<file path="src/include/pc_pkg.sv">
package pc_pkg;

    // Register byte offsets on the APB slave.
    localparam logic [7:0] PC_OFF_CTRL = 8'h00;
    localparam logic [7:0] PC_OFF_GLB = 8'h04;
    localparam logic [7:0] PC_OFF_STAT = 8'h08;

    // Configuration register layout and reset value.
    localparam int PC_CTRL_W = 23;
    localparam logic [PC_CTRL_W-1:0] PC_CTRL_RST = 23'h000000;
    localparam int PC_B_FN = 0;
    localparam int PC_FN_W = 3;
    localparam int PC_B_INV_A = 3;
    localparam int PC_B_INV_F = 4;
    localparam int PC_B_OUT_INV = 5;
    localparam int PC_B_TS_INV = 6;
    localparam int PC_B_OUT_FF = 7;
    localparam int PC_B_TS_FF = 8;
    localparam int PC_B_IN_FF = 9;
    localparam int PC_B_IN_CLK_INV = 10;
    localparam int PC_B_OUT_CLK_INV = 11;
    localparam int PC_B_CE_IN = 12;
    localparam int PC_B_CE_OUT = 13;
    localparam int PC_B_CE_CONN = 14;
    localparam int PC_B_IN_INIT = 15;
    localparam int PC_B_OUT_INIT = 16;
    localparam int PC_B_TS_INIT = 17;
    localparam int PC_B_OPEN_DRAIN = 18;
    localparam int PC_B_SLEW_FAST = 19;
    localparam int PC_B_PAD_USED = 20;
    localparam int PC_B_UNUSED = 21;
    localparam int PC_UNUSED_W = 2;

    // Global set/reset command bit.
    localparam int PC_B_GLB = 0;

    // Status register layout.
    localparam int PC_STAT_W = 6;
    localparam int PC_S_PAD_IN = 0;
    localparam int PC_S_IN_Q = 1;
    localparam int PC_S_OUT_Q = 2;
    localparam int PC_S_TS_Q = 3;
    localparam int PC_S_START = 4;
    localparam int PC_S_DRIVE = 5;

    // Register value of the cleared state.
    localparam logic PC_CLEARED = 1'b0;

    typedef enum logic [2:0] {
        PC_FN_NONE = 3'b000,
        PC_FN_PASS = 3'b001,
        PC_FN_AND = 3'b010,
        PC_FN_OR = 3'b011,
        PC_FN_XOR = 3'b100,
        PC_FN_MUX = 3'b101
    } pc_fn_t;

    typedef enum logic [1:0] {
        PC_UN_PULLUP = 2'b00,
        PC_UN_PULLDOWN = 2'b01,
        PC_UN_DRIVEN = 2'b10,
        PC_UN_EXTERNAL = 2'b11
    } pc_unused_t;

endpackage
</file>
<file path="src/design/pc_fn_gen.sv">
`timescale 1ns/100ps
module pc_fn_gen
    import pc_pkg::*;
(
    input wire logic a,
    input wire logic f,
    input wire logic b,
    input wire logic [2:0] mode,
    input wire logic inv_a,
    input wire logic inv_f,
    output logic y
);
    wire logic a_i;
    wire logic f_i;
    wire logic b_i;

    assign a_i = a ^ inv_a;
    assign f_i = f ^ inv_f;
    // In multiplexer mode the second inversion applies to the second data input.
    assign b_i = b ^ inv_f;

    // Codes outside the enumeration fall back to the pass gate.
    assign y = (mode == PC_FN_AND) ? (a_i & f_i) :
               (mode == PC_FN_OR) ? (a_i | f_i) :
               (mode == PC_FN_XOR) ? (a_i ^ f_i) :
               (mode == PC_FN_MUX) ? (f ? b_i : a_i) :
               a_i;
endmodule

</file>
<file path="src/design/pc_pad_cell.sv">
// The APB slave port and the address map are this design's own decisions.
`timescale 1ns/100ps
// Operation
// Output function: pass, AND, OR, XOR, inversions.
// Multiplexer select is the output clock.
// Critical function input rides the output clock.
// High tri-state control floats the driver.
// Output and tri-state polarity invert separately.
// Open drain: tri-state from data, data zero.
// Tri-state enable optionally registered.
// First output activation slew-limited, then configured.
// Unused pad: pull-up default, other options.
// Global set/reset forces pad registers.
// Init choice sets start and reset value.
// No user set/reset on pad registers.
// Separate input and output clocks, each invertible.
// Shared clock enable applied per register; the tri-state register shares the output register's enable choice.
// Clock enable never inverted in cell.
// Pad registers default to cleared.
// Unconnected clock enable reads as one.
// Output inverted, direct or through flip-flop.
// Disabled clock enable holds output flip-flop.
module pc_pad_cell
    import pc_pkg::*;
#(
    parameter int ADDR_W = 8
) (
    input wire logic clock,
    input wire logic rst_n,
    input wire logic clk_en,
    input wire logic psel,
    input wire logic penable,
    input wire logic pwrite,
    input wire logic [ADDR_W-1:0] paddr,
    input wire logic [31:0] pwdata,
    output logic [31:0] prdata,
    output logic pready,
    output logic pslverr,
    input wire logic out_data,
    input wire logic out_data_alt,
    input wire logic tri_ctrl,
    input wire logic shared_clock_enable,
    input wire logic output_clock,
    input wire logic input_clock,
    input wire logic global_set_reset,
    input wire logic pad_in,
    output logic pad_out,
    output logic pad_oe_n,
    output logic pad_pullup,
    output logic pad_pulldown,
    output logic pad_slow,
    output logic in_data
);
    if (ADDR_W < 4) begin : g_bad_addr
        $error("ADDR_W must be at least 4");
    end

    // Active edge of a synchronised clock; inversion picks the falling edge.
    function automatic logic pc_edge(input logic cur, input logic prev, input logic inv);
        return inv ? (prev & ~cur) : (cur & ~prev);
    endfunction

    logic [PC_CTRL_W-1:0] ctrl_r;
    logic glb_sw_r;
    logic [3:0] sync1_r;
    logic [3:0] sync2_r;
    logic oc_prev_r;
    logic ic_prev_r;
    logic out_q_r;
    logic ts_q_r;
    logic in_q_r;
    logic start_r;
    logic pad_out_r;
    logic pad_oe_n_r;
    logic pad_pullup_r;
    logic pad_pulldown_r;
    logic pad_slow_r;
    logic in_data_r;
    logic [31:0] prdata_r;
    logic pready_r;
    logic pslverr_r;

    // Pad-side inputs arrive from outside this clock and pass two flip-flops.
    always_ff @(posedge clock) begin
        if (!rst_n) begin
            sync1_r <= 4'h0;
            sync2_r <= 4'h0;
            oc_prev_r <= 1'b0;
            ic_prev_r <= 1'b0;
        end else if (clk_en) begin
            sync1_r <= {pad_in, global_set_reset, input_clock, output_clock};
            sync2_r <= sync1_r;
            oc_prev_r <= sync2_r[0];
            ic_prev_r <= sync2_r[1];
        end
    end

    wire logic oc_lvl;
    wire logic ic_lvl;
    wire logic glb_pin;
    wire logic pad_s;
    assign oc_lvl = sync2_r[0];
    assign ic_lvl = sync2_r[1];
    assign glb_pin = sync2_r[2];
    assign pad_s = sync2_r[3];

    wire logic [2:0] fn_mode;
    wire logic fn_none;
    wire logic inv_a;
    wire logic inv_f;
    wire logic out_inv;
    wire logic ts_inv;
    wire logic out_ff_en;
    wire logic ts_ff_en;
    wire logic in_ff_en;
    wire logic in_clk_inv;
    wire logic out_clk_inv;
    wire logic ce_in_apply;
    wire logic ce_out_apply;
    wire logic ce_conn;
    wire logic in_init;
    wire logic out_init;
    wire logic ts_init;
    wire logic open_drain;
    wire logic slew_fast;
    wire logic pad_used;
    wire logic [1:0] un_mode;
    assign fn_mode = ctrl_r[PC_B_FN +: PC_FN_W];
    assign fn_none = (fn_mode == PC_FN_NONE);
    assign inv_a = ctrl_r[PC_B_INV_A];
    assign inv_f = ctrl_r[PC_B_INV_F];
    assign out_inv = ctrl_r[PC_B_OUT_INV];
    assign ts_inv = ctrl_r[PC_B_TS_INV];
    assign out_ff_en = ctrl_r[PC_B_OUT_FF];
    assign ts_ff_en = ctrl_r[PC_B_TS_FF];
    assign in_ff_en = ctrl_r[PC_B_IN_FF];
    assign in_clk_inv = ctrl_r[PC_B_IN_CLK_INV];
    assign out_clk_inv = ctrl_r[PC_B_OUT_CLK_INV];
    assign ce_in_apply = ctrl_r[PC_B_CE_IN];
    assign ce_out_apply = ctrl_r[PC_B_CE_OUT];
    assign ce_conn = ctrl_r[PC_B_CE_CONN];
    assign in_init = ctrl_r[PC_B_IN_INIT];
    assign out_init = ctrl_r[PC_B_OUT_INIT];
    assign ts_init = ctrl_r[PC_B_TS_INIT];
    assign open_drain = ctrl_r[PC_B_OPEN_DRAIN];
    assign slew_fast = ctrl_r[PC_B_SLEW_FAST];
    assign pad_used = ctrl_r[PC_B_PAD_USED];
    assign un_mode = ctrl_r[PC_B_UNUSED +: PC_UNUSED_W];

    // Besides rst_n, the global set/reset pin and the GLB command bit are the only things that can force the pad registers.
    wire logic glb_ev;
    assign glb_ev = glb_pin | glb_sw_r;

    wire logic ce_eff;
    wire logic out_ce;
    wire logic in_ce;
    wire logic oc_edge;
    wire logic ic_edge;
    assign ce_eff = shared_clock_enable | ~ce_conn;
    assign out_ce = ~ce_out_apply | ce_eff;
    assign in_ce = ~ce_in_apply | ce_eff;
    assign oc_edge = pc_edge(oc_lvl, oc_prev_r, out_clk_inv);
    assign ic_edge = pc_edge(ic_lvl, ic_prev_r, in_clk_inv);

    wire logic o_inv;
    wire logic ts_raw;
    wire logic out_q_nxt;
    wire logic ts_q_nxt;
    wire logic in_q_nxt;
    assign o_inv = out_data ^ out_inv;
    assign ts_raw = tri_ctrl ^ ts_inv;
    assign out_q_nxt = glb_ev ? out_init : ((oc_edge & out_ce) ? o_inv : out_q_r);
    assign ts_q_nxt = glb_ev ? ts_init : ((oc_edge & out_ce) ? ts_raw : ts_q_r);
    assign in_q_nxt = glb_ev ? in_init : ((ic_edge & in_ce) ? pad_s : in_q_r);

    // Power-up leaves every pad register cleared, matching the reset config.
    always_ff @(posedge clock) begin
        if (!rst_n) begin
            out_q_r <= PC_CLEARED;
            ts_q_r <= PC_CLEARED;
            in_q_r <= PC_CLEARED;
        end else if (clk_en) begin
            out_q_r <= out_q_nxt;
            ts_q_r <= ts_q_nxt;
            in_q_r <= in_q_nxt;
        end
    end

    // The critical input of the function generator is the output clock line.
    wire logic fn_y;
    pc_fn_gen u_fn (
        .a(out_data),
        .f(oc_lvl),
        .b(out_data_alt),
        .mode(fn_mode),
        .inv_a(inv_a),
        .inv_f(inv_f),
        .y(fn_y)
    );

    // With the function generator active the output clock is consumed as data,
    // so the output flip-flop is bypassed.
    wire logic o_final;
    wire logic t_base;
    wire logic t_eff;
    wire logic d_drv;
    wire logic drive_nxt;
    wire logic pad_out_nxt;
    assign o_final = fn_none ? (out_ff_en ? out_q_r : o_inv) : (fn_y ^ out_inv);
    assign t_base = ts_ff_en ? ts_q_r : ts_raw;
    assign t_eff = open_drain ? o_final : t_base;
    assign d_drv = open_drain ? 1'b0 : o_final;
    assign drive_nxt = pad_used ? ~t_eff : (un_mode == PC_UN_DRIVEN);
    assign pad_out_nxt = pad_used ? d_drv : 1'b0;

    always_ff @(posedge clock) begin
        if (!rst_n) begin
            pad_out_r <= 1'b0;
            pad_oe_n_r <= 1'b1;
            pad_pullup_r <= 1'b1;
            pad_pulldown_r <= 1'b0;
            pad_slow_r <= 1'b1;
            in_data_r <= 1'b0;
            start_r <= 1'b1;
        end else if (clk_en) begin
            pad_out_r <= pad_out_nxt;
            pad_oe_n_r <= ~drive_nxt;
            pad_pullup_r <= ~pad_used & (un_mode == PC_UN_PULLUP);
            pad_pulldown_r <= ~pad_used & (un_mode == PC_UN_PULLDOWN);
            pad_slow_r <= start_r | ~slew_fast;
            in_data_r <= in_ff_en ? in_q_r : pad_s;
            start_r <= start_r & pad_oe_n_r;
        end
    end

    // APB slave: one wait state, so every access completes on its second cycle.
    wire logic sel_ctrl;
    wire logic sel_glb;
    wire logic sel_stat;
    wire logic hit;
    wire logic acc;
    wire logic wr;
    wire logic [PC_STAT_W-1:0] status;
    wire logic [31:0] rdata;
    assign sel_ctrl = (paddr == ADDR_W'(PC_OFF_CTRL));
    assign sel_glb = (paddr == ADDR_W'(PC_OFF_GLB));
    assign sel_stat = (paddr == ADDR_W'(PC_OFF_STAT));
    assign hit = sel_ctrl | sel_glb | sel_stat;
    assign acc = psel & penable;
    assign wr = acc & pready_r & pwrite & hit;
    assign status = {~pad_oe_n_r, start_r, ts_q_r, out_q_r, in_q_r, pad_s};
    assign rdata = sel_ctrl ? {{(32-PC_CTRL_W){1'b0}}, ctrl_r} :
                   sel_stat ? {{(32-PC_STAT_W){1'b0}}, status} : 32'h0000_0000;

    always_ff @(posedge clock) begin
        if (!rst_n) begin
            ctrl_r <= PC_CTRL_RST;
            glb_sw_r <= 1'b0;
            prdata_r <= 32'h0000_0000;
            pready_r <= 1'b0;
            pslverr_r <= 1'b0;
        end else if (clk_en) begin
            if (wr && sel_ctrl) begin
                ctrl_r <= pwdata[PC_CTRL_W-1:0];
            end
            glb_sw_r <= wr & sel_glb & pwdata[PC_B_GLB];
            pready_r <= acc & ~pready_r;
            pslverr_r <= acc & ~pready_r & ~hit;
            if (acc && !pready_r) begin
                prdata_r <= pwrite ? 32'h0000_0000 : rdata;
            end
        end
    end

    assign prdata = prdata_r;
    assign pready = pready_r;
    assign pslverr = pslverr_r;
    assign pad_out = pad_out_r;
    assign pad_oe_n = pad_oe_n_r;
    assign pad_pullup = pad_pullup_r;
    assign pad_pulldown = pad_pulldown_r;
    assign pad_slow = pad_slow_r;
    assign in_data = in_data_r;
endmodule

</file>
<file path="config.mk">
export PLATFORM = sky130hd
export DESIGN_NAME = pc_pad_cell
export DESIGN_NICKNAME = d
export VERILOG_FILES = /design/src/include/pc_pkg.sv /design/src/design/pc_fn_gen.sv /design/src/design/pc_pad_cell.sv
export SDC_FILE = /design/constraint.sdc
export NUM_CORES = 1
export LEC_CHECK = 0
export ABC_AREA = 1
export BUFFER_PORTS_ARGS = -buffer_cell sky130_fd_sc_hd__buf_2
export CORE_MARGIN = 2
export CORE_UTILIZATION = 50
export DETAILED_ROUTE_END_ITERATION = 12
export GPL_TIMING_DRIVEN = 0
export PLACE_DENSITY = 0.78
export RECOVER_POWER = 100
export SLEW_MARGIN = 20
export SYNTH_ARGS = -nofsm -noshare
export SYNTH_HDL_FRONTEND = slang
export SYNTH_SLANG_ARGS = --single-unit
</file>
<file path="constraint.sdc">
create_clock -name clock -period 2.17 [get_ports clock]
set_input_delay 0.434 -clock clock [delete_from_list [all_inputs] [get_ports clock]]
set_output_delay 0.434 -clock clock [all_outputs]
set_load 0.005 [all_outputs]
</file>
== Word-level counts from Yosys, hierarchy flattened ==
Cells that the tools add are included.

* Memories: 0
* RAM bits: 0
* Logic and storage cells: 110
* Bits in registers: 78
* ROM bits: 0
* Latch bits: 0

* Reductions and logical operators: 12
* Add/sub/neg operators: 0
* Multiply operators: 0
* Mux-type cells: 24
* Shift operators: 0
* Bitwise operators: 47
* Divide/modulo/power cells: 0
* $lt $le $gt $ge: 0
* Eq/ne operators: 8

{| class="wikitable"
|+ Operators by type and width
! kind !! number
|-
| $mux W23 || 2
|-
| $mux W1 || 21
|-
| $and A1 B1 Y1 || 18
|-
| $not A1 Y1 || 14
|-
| $eq A8 B3 Y1 const B || 1
|-
| $eq A8 B4 Y1 const B || 1
|-
| $logic_not A8 Y1 || 1
|-
| $or A1 B1 Y1 || 8
|-
| $reduce_and A2 Y1 || 4
|-
| $xor A1 B1 Y1 || 7
|-
| $eq A3 B2 Y1 const B || 2
|-
| $eq A3 B3 Y1 const B || 2
|-
| $mux W6 || 1
|-
| $reduce_bool A2 Y1 || 2
|-
| $logic_not A3 Y1 || 1
|-
| $eq A2 B1 Y1 const B || 1
|-
| $eq A2 B2 Y1 const B || 1
|-
| $logic_and A1 B1 Y1 || 2
|-
| $logic_not A2 Y1 || 1
|-
| $logic_not A1 Y1 || 1
|}

== Depth between registers and ports, before layout ==
Gate-level depths: netlist of the first run.

* Depth after elaboration: 12
* Gate-level depth with buffers: 15
* Depth with buffers taken out: 15

== Cells and area by module ==
Synthesis of the first run repeated with hierarchy kept, for this count alone.

* Cells, all modules: 470
* Area total of the unflattened synthesis: 3288.2 sq um

{| class="wikitable"
|+ By module, submodules not included
! module !! area each (sq um) !! cells an instance !! instances
|-
| pc_pad_cell || 3126.7 || 434 || 1
|-
| pc_fn_gen || 161.4 || 36 || 1
|}

== Worst setup path before layout of the first run ==
OpenSTA, ideal clock, no wires.

* Path kind: in2reg
* Start: input out_data
* End: register pad_oe_n_r, in the netlist pad_oe_n
* Buffers on the path: 0
* Stages on the path: 15
* Data arrival time: 1527 ps
* Library setup time: 115 ps
* Data required time: 2055 ps
* Slack: 528 ps
* Cell sequence: inv_1 -> nand2_1 -> nand2_1 -> inv_1 -> ha_1 -> nand3_1 -> nand3_1 -> o21bai_1 -> nand2_1 -> nand2_1 -> nand3_1 -> nand3_1 -> nand2_1 -> nand2_1 -> nand2_1

* Longest elaborated chain between the ends: 12

{| class="wikitable"
|+ RTL lines
! what !! line !! text
|-
| start: declaration || pc_pad_cell.sv:39 || <nowiki>input wire logic out_data,</nowiki>
|-
| $xor A1 B1 Y1 || pc_fn_gen.sv:17 || <nowiki>assign a_i = a ^ inv_a;</nowiki>
|-
| $mux W1 (2 in series) || pc_fn_gen.sv:26 || <nowiki>(mode == PC_FN_MUX) ? (f ? b_i : a_i) :</nowiki>
|-
| $mux W1 || pc_fn_gen.sv:25 || <nowiki>(mode == PC_FN_XOR) ? (a_i ^ f_i) :</nowiki>
|-
| $mux W1 || pc_fn_gen.sv:24 || <nowiki>(mode == PC_FN_OR) ? (a_i | f_i) :</nowiki>
|-
| $mux W1 || pc_fn_gen.sv:23 || <nowiki>assign y = (mode == PC_FN_AND) ? (a_i & f_i) :</nowiki>
|-
| $xor A1 B1 Y1 || pc_pad_cell.sv:209 || <nowiki>assign o_final = fn_none ? (out_ff_en ? out_q_r : o_inv) : (fn_y ^ out_inv);</nowiki>
|-
| $mux W1 (*) || pc_pad_cell.sv:209 ||
|-
| $mux W1 (*) || pc_pad_cell.sv:211 || <nowiki>assign t_eff = open_drain ? o_final : t_base;</nowiki>
|-
| $not A1 Y1 (*) || pc_pad_cell.sv:213 || <nowiki>assign drive_nxt = pad_used ? ~t_eff : (un_mode == PC_UN_DRIVEN);</nowiki>
|-
| $mux W1 (*) || pc_pad_cell.sv:213 ||
|-
| $not A1 Y1 (*) || pc_pad_cell.sv:227 || <nowiki>pad_oe_n_r <= ~drive_nxt;</nowiki>
|-
| end signal: assignment || pc_pad_cell.sv:227 ||
|-
| end: declaration || pc_pad_cell.sv:74 || <nowiki>logic pad_oe_n_r;</nowiki>
|}

Mark *: on every way between the ends. The rest lies on a longest branch, timed or not.
A chain may end at the register's enable or synchronous reset.

== Worst setup path after layout of the first run ==
* Start: input clk_en
* End: register ctrl_r[4]

* Longest elaborated chain between the ends: 1

{| class="wikitable"
|+ RTL lines
! what !! line !! text
|-
| start: declaration || pc_pad_cell.sv:30 || <nowiki>input wire logic clk_en,</nowiki>
|-
| $reduce_and A2 Y1 (no line) || - ||
|-
| end signal: assignment || pc_pad_cell.sv:264 || <nowiki>ctrl_r <= pwdata[PC_CTRL_W-1:0];</nowiki>
|-
| end: declaration || pc_pad_cell.sv:63 || <nowiki>logic [PC_CTRL_W-1:0] ctrl_r;</nowiki>
|}

Every way passes these cells.

==> impl_results.html, run 1 <==
<table>
<tr><th>Metric</th><th>Value</th></tr>
<tr><th colspan="2">Status</th></tr>
<tr><td>Outcome</td><td>finished clean</td></tr>
<tr><th colspan="2">Job</th></tr>
<tr><td>Max-capacitance violation count</td><td>0</td></tr>
<tr><th colspan="2">Floorplan</th></tr>
<tr><td>X dimension of the die</td><td>81.9 um</td></tr>
<tr><td>Die Height</td><td>81.9 um</td></tr>
<tr><td>Total die area</td><td>6700 um2</td></tr>
<tr><td>Placeable Area</td><td>5890 um2</td></tr>
<tr><td>Number of placement rows</td><td>28</td></tr>
<tr><td>Number of top-level pins</td><td>94</td></tr>
<tr><td>Effective utilization at floorplan</td><td>51.5%</td></tr>
<tr><th colspan="2">Synthesis</th></tr>
<tr><td>Area contributors post-synth</td><td>dfxtp_1 46%, nand2_1 10%, a21oi_1 9.7%, inv_1 6.6%, o21ai_0 4.6%</td></tr>
<tr><td>Dominant combinational cell family by area after synthesis</td><td>compound AO/OA/AOI/OAI gates</td></tr>
<tr><td>Yosys warning count</td><td>0</td></tr>
<tr><td>Flops &amp; latches, synth</td><td>69</td></tr>
<tr><td>Synthesized-area fraction occupied by ao, oa, aoi and oai cells</td><td>20.9%</td></tr>
<tr><td>Synthesized-area fraction occupied by adder cells</td><td>0.413%</td></tr>
<tr><td>Distinct cell type count of the synthesized netlist</td><td>36</td></tr>
<tr><td>Post-Syn Area per Cell</td><td>7.36 um2</td></tr>
<tr><td>Mapped Area</td><td>3030 um2</td></tr>
<tr><td>Share of the synthesized area in the top cell type</td><td>45.6%</td></tr>
<tr><td>XOR/XNOR Fraction of Synth Area</td><td>0.867%</td></tr>
<tr><td>Cell taking the most area after synthesis</td><td>dfxtp_1</td></tr>
<tr><td>Register area share after synthesis</td><td>45.6%</td></tr>
<tr><td>Multiplexer share of the synthesized area</td><td>0%</td></tr>
<tr><td>Cells after Synth</td><td>412</td></tr>
<tr><td>Area share of and/or/nand/nor cells after synthesis</td><td>19.7%</td></tr>
<tr><th colspan="2">Timing</th></tr>
<tr><td>Maximum operating frequency</td><td>0.522 GHz</td></tr>
<tr><td>Largest clock skew in the final design</td><td>0.00844 ns</td></tr>
<tr><td>Final setup viols</td><td>0</td></tr>
<tr><td>Worst-margin pin slew</td><td>0.511 ns</td></tr>
<tr><td>Max-slew violation count</td><td>0</td></tr>
<tr><td>Clock period minus worst slack</td><td>1.92 ns</td></tr>
<tr><td>Relative max-transition margin</td><td>65.9%</td></tr>
<tr><td>Setup_tns</td><td>0 ns</td></tr>
<tr><td>Post-route fraction of the period consumed by the critical path</td><td>88.4%</td></tr>
<tr><td>Setup slack after layout</td><td>0.253 ns</td></tr>
<tr><td>Hold Vio Cnt, Final</td><td>0</td></tr>
<tr><td>Unrepaired setup endpoints after global routing</td><td>false</td></tr>
<tr><th colspan="2">Placed design</th></tr>
<tr><td>Routability cong.</td><td>0.894</td></tr>
<tr><td>DP Cell Count</td><td>569</td></tr>
<tr><td>Placement-stage cell area</td><td>3520 um2</td></tr>
<tr><td>Worst-case setup slack after placement</td><td>0.160 ns</td></tr>
<tr><td>Final HPWL from detailed placement</td><td>5820 um</td></tr>
<tr><td>Total of buffers placed on input and output ports</td><td>74</td></tr>
<tr><th colspan="2">Routing</th></tr>
<tr><td>Total via count after detailed routing</td><td>2952</td></tr>
<tr><td>Total wire length</td><td>7780 um</td></tr>
<tr><td>TritonRoute pass-1 iters</td><td>5</td></tr>
<tr><td>DRC violations left</td><td>0</td></tr>
<tr><td>Routed wire length per instance</td><td>13.3 um</td></tr>
<tr><td>DR vias/cell</td><td>5.05</td></tr>
<tr><td>Remaining number of nets flagged by the antenna check after routing</td><td>0</td></tr>
<tr><td>Violation count after the first detailed-route iteration</td><td>231</td></tr>
<tr><th colspan="2">Finish</th></tr>
<tr><td>Area of all placed cells without fillers</td><td>3690 um2</td></tr>
<tr><td>Number of fill cells</td><td>553</td></tr>
<tr><td>Most common cell after layout, fill and taps aside</td><td>nand2_1</td></tr>
<tr><td>Register area</td><td>1380 um2</td></tr>
<tr><td>Final cell utilization of the core</td><td>62.8%</td></tr>
<tr><td>Combined area of the multi-input logic cells</td><td>1280 um2</td></tr>
<tr><td>Count of antenna diodes in the layout</td><td>0</td></tr>
<tr><td>Share of layout cells above drive strength 1</td><td>17.7%</td></tr>
<tr><td>Final Non-Filler Cells</td><td>584</td></tr>
<tr><td>Highest-count cells in the layout ignoring fill and taps</td><td>82 x nand2_1, 69 x dfxtp_1, 59 x a21oi_1</td></tr>
<tr><td># nets final</td><td>560</td></tr>
<tr><td>Area added between synthesis and finish</td><td>21.9%</td></tr>
<tr><th colspan="2">Pwr</th></tr>
<tr><td>Int Power</td><td>2.04 mW</td></tr>
<tr><td>Clock share of power</td><td>43.4%</td></tr>
<tr><td>Comb power frac</td><td>7.1%</td></tr>
<tr><td>Leakage power</td><td>1.74 nW</td></tr>
<tr><td>Maximum vdd ir drop</td><td>0.474 mV</td></tr>
<tr><td>Net switching power figure</td><td>599 uW</td></tr>
<tr><td>Ratio of total power to cell area</td><td>713 nW/um2</td></tr>
<tr><td>Switching portion of total power</td><td>22.7%</td></tr>
<tr><td>Share of total power in sequential cells</td><td>49.5%</td></tr>
<tr><th colspan="2">Setup path</th></tr>
<tr><td>Critical path launch point</td><td>clk_en</td></tr>
<tr><td>R2R Path Start</td><td>ctrl_r[4]$_SDFFE_PN0P_</td></tr>
<tr><td>Signal arrival time at the worst endpoint</td><td>2.14 ns</td></tr>
<tr><td>Startpoint Class</td><td>input pin</td></tr>
<tr><td>Reg2reg path depth</td><td>12</td></tr>
<tr><td>Critical Path Sink Type</td><td>register</td></tr>
<tr><td>Endpoint of the worst-slack reg-to-reg timing path</td><td>pad_oe_n$_SDFFE_PN1P_</td></tr>
<tr><td>Reg-to-reg setup timing slack</td><td>0.43 ns</td></tr>
<tr><td>Critical setup path kind</td><td>in2reg</td></tr>
<tr><td>Required time at the endpoint of the critical path</td><td>2.40 ns</td></tr>
<tr><td>Largest fanout on the critical path</td><td>10</td></tr>
<tr><th colspan="2">Clock tree</th></tr>
<tr><td># H-tree levels</td><td>3</td></tr>
<tr><td>Number of buffers added to fix hold violations after cts</td><td>0</td></tr>
<tr><td>CTS root buf</td><td>clkbuf_8</td></tr>
<tr><td>Number of clock sinks seen by CTS</td><td>69</td></tr>
<tr><td>CTS-repair resized insts</td><td>0</td></tr>
<tr><td>Clock tree from TritonCTS</td><td>yes</td></tr>
<tr><td>Maximum clock insertion buffer count</td><td>2</td></tr>
<tr><td>Insertion delay to the later sink of the worst-skew pair</td><td>0.35 ns</td></tr>
<tr><td>Number of setup buffers added after CTS</td><td>0</td></tr>
<tr><td>Clock-pin slew on the worst setup and hold paths</td><td>0.07 ns</td></tr>
<tr><td>CTS Buf Count</td><td>9</td></tr>
<tr><th colspan="2">Hold path</th></tr>
<tr><td>Hold Path Stages</td><td>3</td></tr>
<tr><td>Hold EP</td><td>sync1_r[0]$_SDFFE_PN0P_</td></tr>
<tr><td>Hold wc startpoint</td><td>output_clock</td></tr>
<tr><td>Worst min-delay path class</td><td>in2reg</td></tr>
<tr><th colspan="2">Global route</th></tr>
<tr><td>Congestion Overflow GR</td><td>0</td></tr>
<tr><td>Via count of the first global-routing pass</td><td>2651</td></tr>
<tr><td>Global routing usage summed across all routing layers</td><td>24.3%</td></tr>
<tr><td>Initial antenna violation count</td><td>0</td></tr>
<tr><td>First-pass GRT wire length</td><td>12200 um</td></tr>
<tr><td>Pin count of the biggest net entering global routing</td><td>12</td></tr>
</table>
power by group through the flow:
stage / clock, mW / sequential [mW] / combinational (mW)
floorplan: 0 / 1.33 / 0.112
global placement: 0 / 1.33 / 0.185
detailed placement: 0 / 1.33 / 0.188
CTS: 1.15 / 1.30 / 0.190
global route: 1.22 / 1.31 / 0.212
finish: 1.14 / 1.30 / 0.187
registers in the layout, summed over array words and instances, names as in the netlist, 4 cells and up:
| name | flops |
|---|---|
| ctrl_r | 23 |
| prdata | 23 |
| sync1_r | 4 |
| sync2_r | 4 |
routing by layer:
layer / global-route usage, % / part of all wire [%] / up-vias
met5: 0 / 0 / -
met4: 8.83 / 1.6 / 0
met3: 5.82 / 7.0 / 10
met2: 40.7 / 48 / 110
met1: 30.3 / 43 / 1330
li1: - / - / 1502
logic make-up (layout without fill, tap and decap cells):
logic type | count (synthesis) | in the layout
xor gates and xnor gates | 3 | 3
buffers and inverters | 84 | 173
other | 1 | 9
AOI/OAI and AO/OA | 119 | 119
adders and majority gates | 1 | 1
and+or+nand+nor | 135 | 135
DFF | 69 | 69
cell type report:
class	count	share of cell area [%]
inverter	58	5.93
buffer	26	4.23
multi-input combinational	267	34.7
sequential	69	37.4
timing repair buffer	74	9.38
clock inverter	4	1.96
clock buffer	11	3.83
tap	75	2.54
worst max path at each step:
stage	endpoint	cells after the start	slack, ns
detailed placement	ctrl_r[7]$_SDFFE_PN0P_	7	0.16
CTS	pad_oe_n$_SDFFE_PN1P_	15	0.46
global route	prdata[8]$_SDFFE_PN0P_	12	0.13
floorplan	pad_oe_n$_SDFFE_PN1P_	15	0.53
global placement	ctrl_r[4]$_SDFFE_PN0P_	7	0.20
finish	ctrl_r[4]$_SDFFE_PN0P_	7	0.25
through the flow:
stage	hold slack (ns)	total power, mW
after floorplan	0.436	1.44
after global placement	0.445	1.52
after detailed placement	0.453	1.52
after CTS	0.309	2.65
after global routing	0.315	2.73
final	0.307	2.63
synthesized netlist by cell type, drive strengths merged:
library cell	instances
dfxtp	69
o21bai	1
nand3	17
xor2	1
o211ai	8
o21ai	45
o21a	1
a22oi	1
nand4	1
xnor2	2
clkbuf	11
or2	2
a21oi	59
ha	1
nor4	1
clkinv	1
inv	57
conb	1
o221ai	2
and3	1
nor3	2
nand2	83
nor2	28
a31oi	2
buf	15
worst max-delay path, stage by stage:
cell and delay, ns:
clkbuf_1 0.26, inv_1 0.18, nor2_1 0.18, nand3_1 0.16, nor3_4 0.47, clkbuf_2 0.34
a21oi_1 0.11
No activity file was read; power rests on OpenSTA's default activity.
==> inputs of run 2 (changes only) <==
--- a/config.mk
+++ b/config.mk
@@ -10,6 +10,6 @@
 export CORE_MARGIN = 2
-export CORE_UTILIZATION = 50
+export CORE_UTILIZATION = 51
 export DETAILED_ROUTE_END_ITERATION = 12
 export GPL_TIMING_DRIVEN = 0
-export PLACE_DENSITY = 0.78
+export PLACE_DENSITY = 0.8
 export RECOVER_POWER = 100
--- a/constraint.sdc
+++ b/constraint.sdc
@@ -3,2 +3,2 @@
 set_output_delay 0.434 -clock clock [all_outputs]
-set_load 0.005 [all_outputs]
+set_load 0.1 [all_outputs]
==> impl_results.html, run 2 (synthesis results as in run 1) <==
<table>
<tr><th>Metric</th><th>Value</th></tr>
<tr><th colspan="2">Global route</th></tr>
<tr><td>Congestion Overflow GR</td><td>0</td></tr>
<tr><td>First-pass GRT wire length</td><td>12100 um</td></tr>
<tr><td>Pin count of the biggest net entering global routing</td><td>12</td></tr>
<tr><td>Via count of the first global-routing pass</td><td>2709</td></tr>
<tr><td>Initial antenna violation count</td><td>0</td></tr>
<tr><td>Global routing usage summed across all routing layers</td><td>24.4%</td></tr>
<tr><th colspan="2">Floorplan</th></tr>
<tr><td>Die Height</td><td>81.1 um</td></tr>
<tr><td>Total die area</td><td>6570 um2</td></tr>
<tr><td>Number of top-level pins</td><td>94</td></tr>
<tr><td>X dimension of the die</td><td>81.1 um</td></tr>
<tr><td>Number of placement rows</td><td>28</td></tr>
<tr><td>Effective utilization at floorplan</td><td>52.1%</td></tr>
<tr><td>Placeable Area</td><td>5820 um2</td></tr>
<tr><th colspan="2">Finish</th></tr>
<tr><td>Count of antenna diodes in the layout</td><td>0</td></tr>
<tr><td># nets final</td><td>560</td></tr>
<tr><td>Area added between synthesis and finish</td><td>23.0%</td></tr>
<tr><td>Area of all placed cells without fillers</td><td>3730 um2</td></tr>
<tr><td>Most common cell after layout, fill and taps aside</td><td>nand2_1</td></tr>
<tr><td>Share of layout cells above drive strength 1</td><td>21.7%</td></tr>
<tr><td>Highest-count cells in the layout ignoring fill and taps</td><td>82 x nand2_1, 69 x dfxtp_1, 59 x a21oi_1</td></tr>
<tr><td>Final cell utilization of the core</td><td>64.1%</td></tr>
<tr><th colspan="2">Clock tree</th></tr>
<tr><td># H-tree levels</td><td>3</td></tr>
<tr><td>Number of clock sinks seen by CTS</td><td>69</td></tr>
<tr><td>Maximum clock insertion buffer count</td><td>2</td></tr>
<tr><td>CTS-repair resized insts</td><td>0</td></tr>
<tr><td>CTS Buf Count</td><td>9</td></tr>
<tr><td>Number of buffers added to fix hold violations after cts</td><td>0</td></tr>
<tr><td>Number of setup buffers added after CTS</td><td>0</td></tr>
<tr><td>Clock tree from TritonCTS</td><td>yes</td></tr>
<tr><td>Clock-pin slew on the worst setup and hold paths</td><td>0.07 ns</td></tr>
<tr><td>Insertion delay to the later sink of the worst-skew pair</td><td>0.35 ns</td></tr>
<tr><td>CTS root buf</td><td>clkbuf_8</td></tr>
<tr><th colspan="2">Pwr</th></tr>
<tr><td>Ratio of total power to cell area</td><td>729 nW/um2</td></tr>
<tr><td>Maximum vdd ir drop</td><td>0.548 mV</td></tr>
<tr><td>Overall power of the completed layout</td><td>2.72 mW</td></tr>
<tr><td>Leakage power</td><td>1.80 nW</td></tr>
<tr><th colspan="2">Routing</th></tr>
<tr><td>DRC violations left</td><td>0</td></tr>
<tr><td>Routed wire length per instance</td><td>13.1 um</td></tr>
<tr><td>Violation count after the first detailed-route iteration</td><td>200</td></tr>
<tr><td>Total wire length</td><td>7610 um</td></tr>
<tr><td>Total via count after detailed routing</td><td>2937</td></tr>
<tr><td>TritonRoute pass-1 iters</td><td>5</td></tr>
<tr><td>DR vias/cell</td><td>5.04</td></tr>
<tr><td>Remaining number of nets flagged by the antenna check after routing</td><td>0</td></tr>
<tr><th colspan="2">Setup path</th></tr>
<tr><td>Required time at the endpoint of the critical path</td><td>2.39 ns</td></tr>
<tr><td>Startpoint Class</td><td>input pin</td></tr>
<tr><td>Slowest stage delay, CP</td><td>0.44 ns</td></tr>
<tr><td>Signal arrival time at the worst endpoint</td><td>2.08 ns</td></tr>
<tr><td>Critical Path, Cell by Cell</td><td>clkbuf_1 &gt; inv_1 &gt; nor2_1 &gt; nand3_2 &gt; nor3_4 &gt; clkbuf_2 &gt; a21oi_1</td></tr>
<tr><td>Slowest stage cell on the critical path</td><td>nor3_4</td></tr>
<tr><td>Critical setup path kind</td><td>in2reg</td></tr>
<tr><td>Cell family with the largest share of critical-path delay</td><td>buffers and inverters</td></tr>
<tr><td>Crit path buf inv count</td><td>3</td></tr>
<tr><td>Largest fanout on the critical path</td><td>10</td></tr>
<tr><td>Critical Path Sink Type</td><td>register</td></tr>
<tr><th colspan="2">Placed design</th></tr>
<tr><td>Routability cong.</td><td>0.874</td></tr>
<tr><td>Total of buffers placed on input and output ports</td><td>74</td></tr>
<tr><td>Placement-stage cell area</td><td>3520 um2</td></tr>
<tr><td>Final HPWL from detailed placement</td><td>5740 um</td></tr>
<tr><th colspan="2">Timing</th></tr>
<tr><td>Maximum operating frequency</td><td>0.537 GHz</td></tr>
<tr><td>Setup_tns</td><td>0 ns</td></tr>
<tr><td>Hold Vio Cnt, Final</td><td>0</td></tr>
<tr><td>Unrepaired setup endpoints after global routing</td><td>false</td></tr>
<tr><td>Max-slew violation count</td><td>0</td></tr>
<tr><td>Largest clock skew in the final design</td><td>0.0110 ns</td></tr>
<tr><td>Post-route fraction of the period consumed by the critical path</td><td>85.9%</td></tr>
<tr><td>Final setup viols</td><td>0</td></tr>
<tr><td>Relative max-transition margin</td><td>62.6%</td></tr>
<tr><td>Clock period minus worst slack</td><td>1.86 ns</td></tr>
<tr><td>Worst-margin pin slew</td><td>0.563 ns</td></tr>
<tr><th colspan="2">Status</th></tr>
<tr><td>Outcome</td><td>finished clean</td></tr>
<tr><th colspan="2">Job</th></tr>
<tr><td>Max-capacitance violation count</td><td>0</td></tr>
<tr><th colspan="2">Hold path</th></tr>
<tr><td>Worst min-delay path class</td><td>in2reg</td></tr>
</table>
[run 2: report_power, final]
part	switching, mW	internal, mW	total [mW]
combinational	0.214	0.0790	0.293
sequential	0.0160	1.29	1.30
clock	0.454	0.665	1.12
[run 2: routing by layer]
metal	vias to the layer above	wire (um)	global-route usage [%]
li1	1499	-	-
met1	1316	3210	28.4
met2	104	3660	42.1
met3	18	593	6.67
met4	0	155	10.2
met5	-	0	0
[run 2: final timing paths]
kind | from | end | slack, ns | cells after the start
worst max-delay path | clk_en | ctrl_r[4]$_SDFFE_PN0P_ | 0.31 | 7
worst max register to register | ctrl_r[3]$_SDFFE_PN0P_ | pad_oe_n$_SDFFE_PN1P_ | 0.42 | 15
worst min register to register | prdata[13]$_SDFFE_PN0P_ | prdata[13]$_SDFFE_PN0P_ | 0.46 | 2
worst min-delay path | global_set_reset | sync1_r[2]$_SDFFE_PN0P_ | 0.31 | 3
[run 2: area by class of cell]
type | instances | area [um2]
tap | 75 | 93.8
timing repair buffer | 74 | 369
multi-input combinational | 267 | 1300
buffer | 26 | 156
clock buffer | 10 | 138
clock inverter | 4 | 73.8
inverter | 58 | 219
fill | 554 | 2090
sequential | 69 | 1380
[run 2: tightest hold or removal path: cells and delay by family]
family	cells	cell delay [ns]
and+or+nand+nor	2	0.11
buffers and inverters	1	0.07
[run 2: metrics by stage]
step	std cells	hold WS, ns	worst slack, ns
2_1_floorplan	420	0.436	0.160
4_1_cts	583	0.314	0.450
6_report	583	0.310	0.306
5_1_grt	583	0.322	0.135
3_5_place_dp	569	0.454	0.178
3_3_place_gp	569	0.446	0.209
==> inputs of run 3 (changes only) <==
- CORE_ASPECT_RATIO: not set -> 0.9
==> impl_results.html, run 3 (synthesis results as in run 1) <==
<table>
<tr><th>Metric</th><th>Value</th></tr>
<tr><th colspan="2">Setup path</th></tr>
<tr><td>Required time at the endpoint of the critical path</td><td>2.44 ns</td></tr>
<tr><td>Signal arrival time at the worst endpoint</td><td>2.26 ns</td></tr>
<tr><td>Critical Path, Cell by Cell</td><td>clkbuf_1 &gt; inv_1 &gt; nor2_1 &gt; nand3_2 &gt; nor3_4 &gt; clkbuf_2 &gt; o21ai_0 &gt; a21oi_1</td></tr>
<tr><td>Startpoint Class</td><td>input pin</td></tr>
<tr><td>Slowest stage delay, CP</td><td>0.43 ns</td></tr>
<tr><td>Critical setup path kind</td><td>in2reg</td></tr>
<tr><td>Largest fanout on the critical path</td><td>10</td></tr>
<tr><td>Critical Path Sink Type</td><td>register</td></tr>
<tr><td>Slowest stage cell on the critical path</td><td>nor3_4</td></tr>
<tr><th colspan="2">Routing</th></tr>
<tr><td>Total via count after detailed routing</td><td>2941</td></tr>
<tr><td>Remaining number of nets flagged by the antenna check after routing</td><td>0</td></tr>
<tr><td>Routed wire length per instance</td><td>13.3 um</td></tr>
<tr><td>DRC violations left</td><td>0</td></tr>
<tr><td>TritonRoute pass-1 iters</td><td>5</td></tr>
<tr><td>DR vias/cell</td><td>5.09</td></tr>
<tr><td>Violation count after the first detailed-route iteration</td><td>185</td></tr>
<tr><td>Total wire length</td><td>7710 um</td></tr>
<tr><th colspan="2">Finish</th></tr>
<tr><td>Most common cell after layout, fill and taps aside</td><td>nand2_1</td></tr>
<tr><td># nets final</td><td>560</td></tr>
<tr><td>Number of fill cells</td><td>544</td></tr>
<tr><td>Final Non-Filler Cells</td><td>578</td></tr>
<tr><td>Count of antenna diodes in the layout</td><td>0</td></tr>
<tr><td>Share of layout cells above drive strength 1</td><td>21.5%</td></tr>
<tr><td>Highest-count cells in the layout ignoring fill and taps</td><td>82 x nand2_1, 69 x dfxtp_1, 59 x a21oi_1</td></tr>
<tr><td>Register area</td><td>1380 um2</td></tr>
<tr><td>Combined area of the multi-input logic cells</td><td>1300 um2</td></tr>
<tr><td>Area added between synthesis and finish</td><td>22.2%</td></tr>
<tr><th colspan="2">Timing</th></tr>
<tr><td>Worst-margin pin slew</td><td>0.544 ns</td></tr>
<tr><td>Max-slew violation count</td><td>0</td></tr>
<tr><td>Largest clock skew in the final design</td><td>0.00853 ns</td></tr>
<tr><td>Setup_tns</td><td>0 ns</td></tr>
<tr><td>Post-route fraction of the period consumed by the critical path</td><td>91.9%</td></tr>
<tr><td>Maximum operating frequency</td><td>0.501 GHz</td></tr>
<tr><td>Hold Vio Cnt, Final</td><td>0</td></tr>
<tr><td>Clock period minus worst slack</td><td>1.99 ns</td></tr>
<tr><td>Final setup viols</td><td>0</td></tr>
<tr><td>Unrepaired setup endpoints after global routing</td><td>false</td></tr>
<tr><td>Setup slack after layout</td><td>0.176 ns</td></tr>
<tr><td>Relative max-transition margin</td><td>63.9%</td></tr>
<tr><th colspan="2">Clock tree</th></tr>
<tr><td>Maximum clock insertion buffer count</td><td>2</td></tr>
<tr><td>Number of buffers added to fix hold violations after cts</td><td>0</td></tr>
<tr><td>Number of clock sinks seen by CTS</td><td>69</td></tr>
<tr><td>Clock tree from TritonCTS</td><td>yes</td></tr>
<tr><td>Insertion delay to the later sink of the worst-skew pair</td><td>0.34 ns</td></tr>
<tr><td>CTS root buf</td><td>clkbuf_8</td></tr>
<tr><td>Number of setup buffers added after CTS</td><td>0</td></tr>
<tr><td># H-tree levels</td><td>3</td></tr>
<tr><td>CTS Buf Count</td><td>9</td></tr>
<tr><td>CTS-repair resized insts</td><td>0</td></tr>
<tr><td>Clock-pin slew on the worst setup and hold paths</td><td>0.07 ns</td></tr>
<tr><th colspan="2">Global route</th></tr>
<tr><td>Pin count of the biggest net entering global routing</td><td>11</td></tr>
<tr><td>Via count of the first global-routing pass</td><td>2660</td></tr>
<tr><td>Initial antenna violation count</td><td>0</td></tr>
<tr><td>Global routing usage summed across all routing layers</td><td>24.4%</td></tr>
<tr><td>First-pass GRT wire length</td><td>12500 um</td></tr>
<tr><td>Congestion Overflow GR</td><td>0</td></tr>
<tr><th colspan="2">Placed design</th></tr>
<tr><td>Total of buffers placed on input and output ports</td><td>74</td></tr>
<tr><td>DP Cell Count</td><td>564</td></tr>
<tr><td>Worst-case setup slack after placement</td><td>0.130 ns</td></tr>
<tr><td>Final HPWL from detailed placement</td><td>5860 um</td></tr>
<tr><td>Routability cong.</td><td>0.898</td></tr>
<tr><th colspan="2">Floorplan</th></tr>
<tr><td>X dimension of the die</td><td>85.3 um</td></tr>
<tr><td>Number of top-level pins</td><td>94</td></tr>
<tr><td>Placeable Area</td><td>5690 um2</td></tr>
<tr><td>Number of placement rows</td><td>26</td></tr>
<tr><td>Total die area</td><td>6580 um2</td></tr>
<tr><td>Die Height</td><td>77.1 um</td></tr>
<tr><td>Effective utilization at floorplan</td><td>53.2%</td></tr>
<tr><th colspan="2">Pwr</th></tr>
<tr><td>Overall power of the completed layout</td><td>2.66 mW</td></tr>
<tr><td>Ratio of total power to cell area</td><td>718 nW/um2</td></tr>
<tr><td>Maximum vdd ir drop</td><td>0.643 mV</td></tr>
<tr><td>Leakage power</td><td>1.79 nW</td></tr>
<tr><th colspan="2">Hold path</th></tr>
<tr><td>Worst min-delay path class</td><td>in2reg</td></tr>
<tr><th colspan="2">Status</th></tr>
<tr><td>Outcome</td><td>finished clean</td></tr>
<tr><th colspan="2">Job</th></tr>
<tr><td>Max-capacitance violation count</td><td>0</td></tr>
</table>
## run 3: cell count changes in the layout (fill, tap and decap cells not counted), sizes merged
cell    change
clkbuf      +3
clkinv      -3
bufinv      -1
inv         +1
## run 3: layout make-up
cell class | count | area share, %
buffer | 26 | 4.06
clock buffer | 13 | 4.56
clock inverter | 1 | 0.811
inverter | 58 | 5.91
multi-input combinational | 267 | 35.0
sequential | 69 | 37.3
tap | 70 | 2.37
timing repair buffer | 74 | 9.97
## run 3: final timing paths
check / slack, ns / cells after the start / from / endpoint
worst max-delay path: 0.18 / 8 / clk_en / ctrl_r[20]$_SDFFE_PN0P_
worst min-delay path: 0.31 / 3 / pad_in / sync1_r[3]$_SDFFE_PN0P_
worst max register to register: 0.38 / 12 / ctrl_r[3]$_SDFFE_PN0P_ / pad_out$_SDFFE_PN0P_
worst min register to register: 0.46 / 2 / prdata[9]$_SDFFE_PN0P_ / prdata[9]$_SDFFE_PN0P_
## run 3: power breakdown
| group | internal, mW | switching, mW |
|---|---|---|
| logic | 0.0788 | 0.213 |
| registers | 1.29 | 0.0160 |
| clock network | 0.613 | 0.449 |
## run 3: per-layer routing
| layer | GRT usage [%] | part of all wire (%) |
|---|---|---|
| met2 | 38.9 | 47 |
| met1 | 31.5 | 45 |
| met3 | 7.75 | 7.0 |
| met5 | 0 | 0 |
| met4 | 7.14 | 1.5 |
## run 3: per-stage QoR
stage	utilization (%)	hold slack (ns)	area, um2
final	65.0	0.315	3700
after global routing	65.0	0.314	3700
after CTS	65.3	0.302	3720
after detailed placement	61.8	0.449	3520
after global placement	61.8	0.446	3520
after floorplan	-	0.436	3060
## run 3: critical path, delay by kind of cell
family                 cells  cell delay, ns
AO/OA/AOI/OAI              2            0.26
buffers and inverters      3            0.79
AND/OR/NAND/NOR            3            0.78
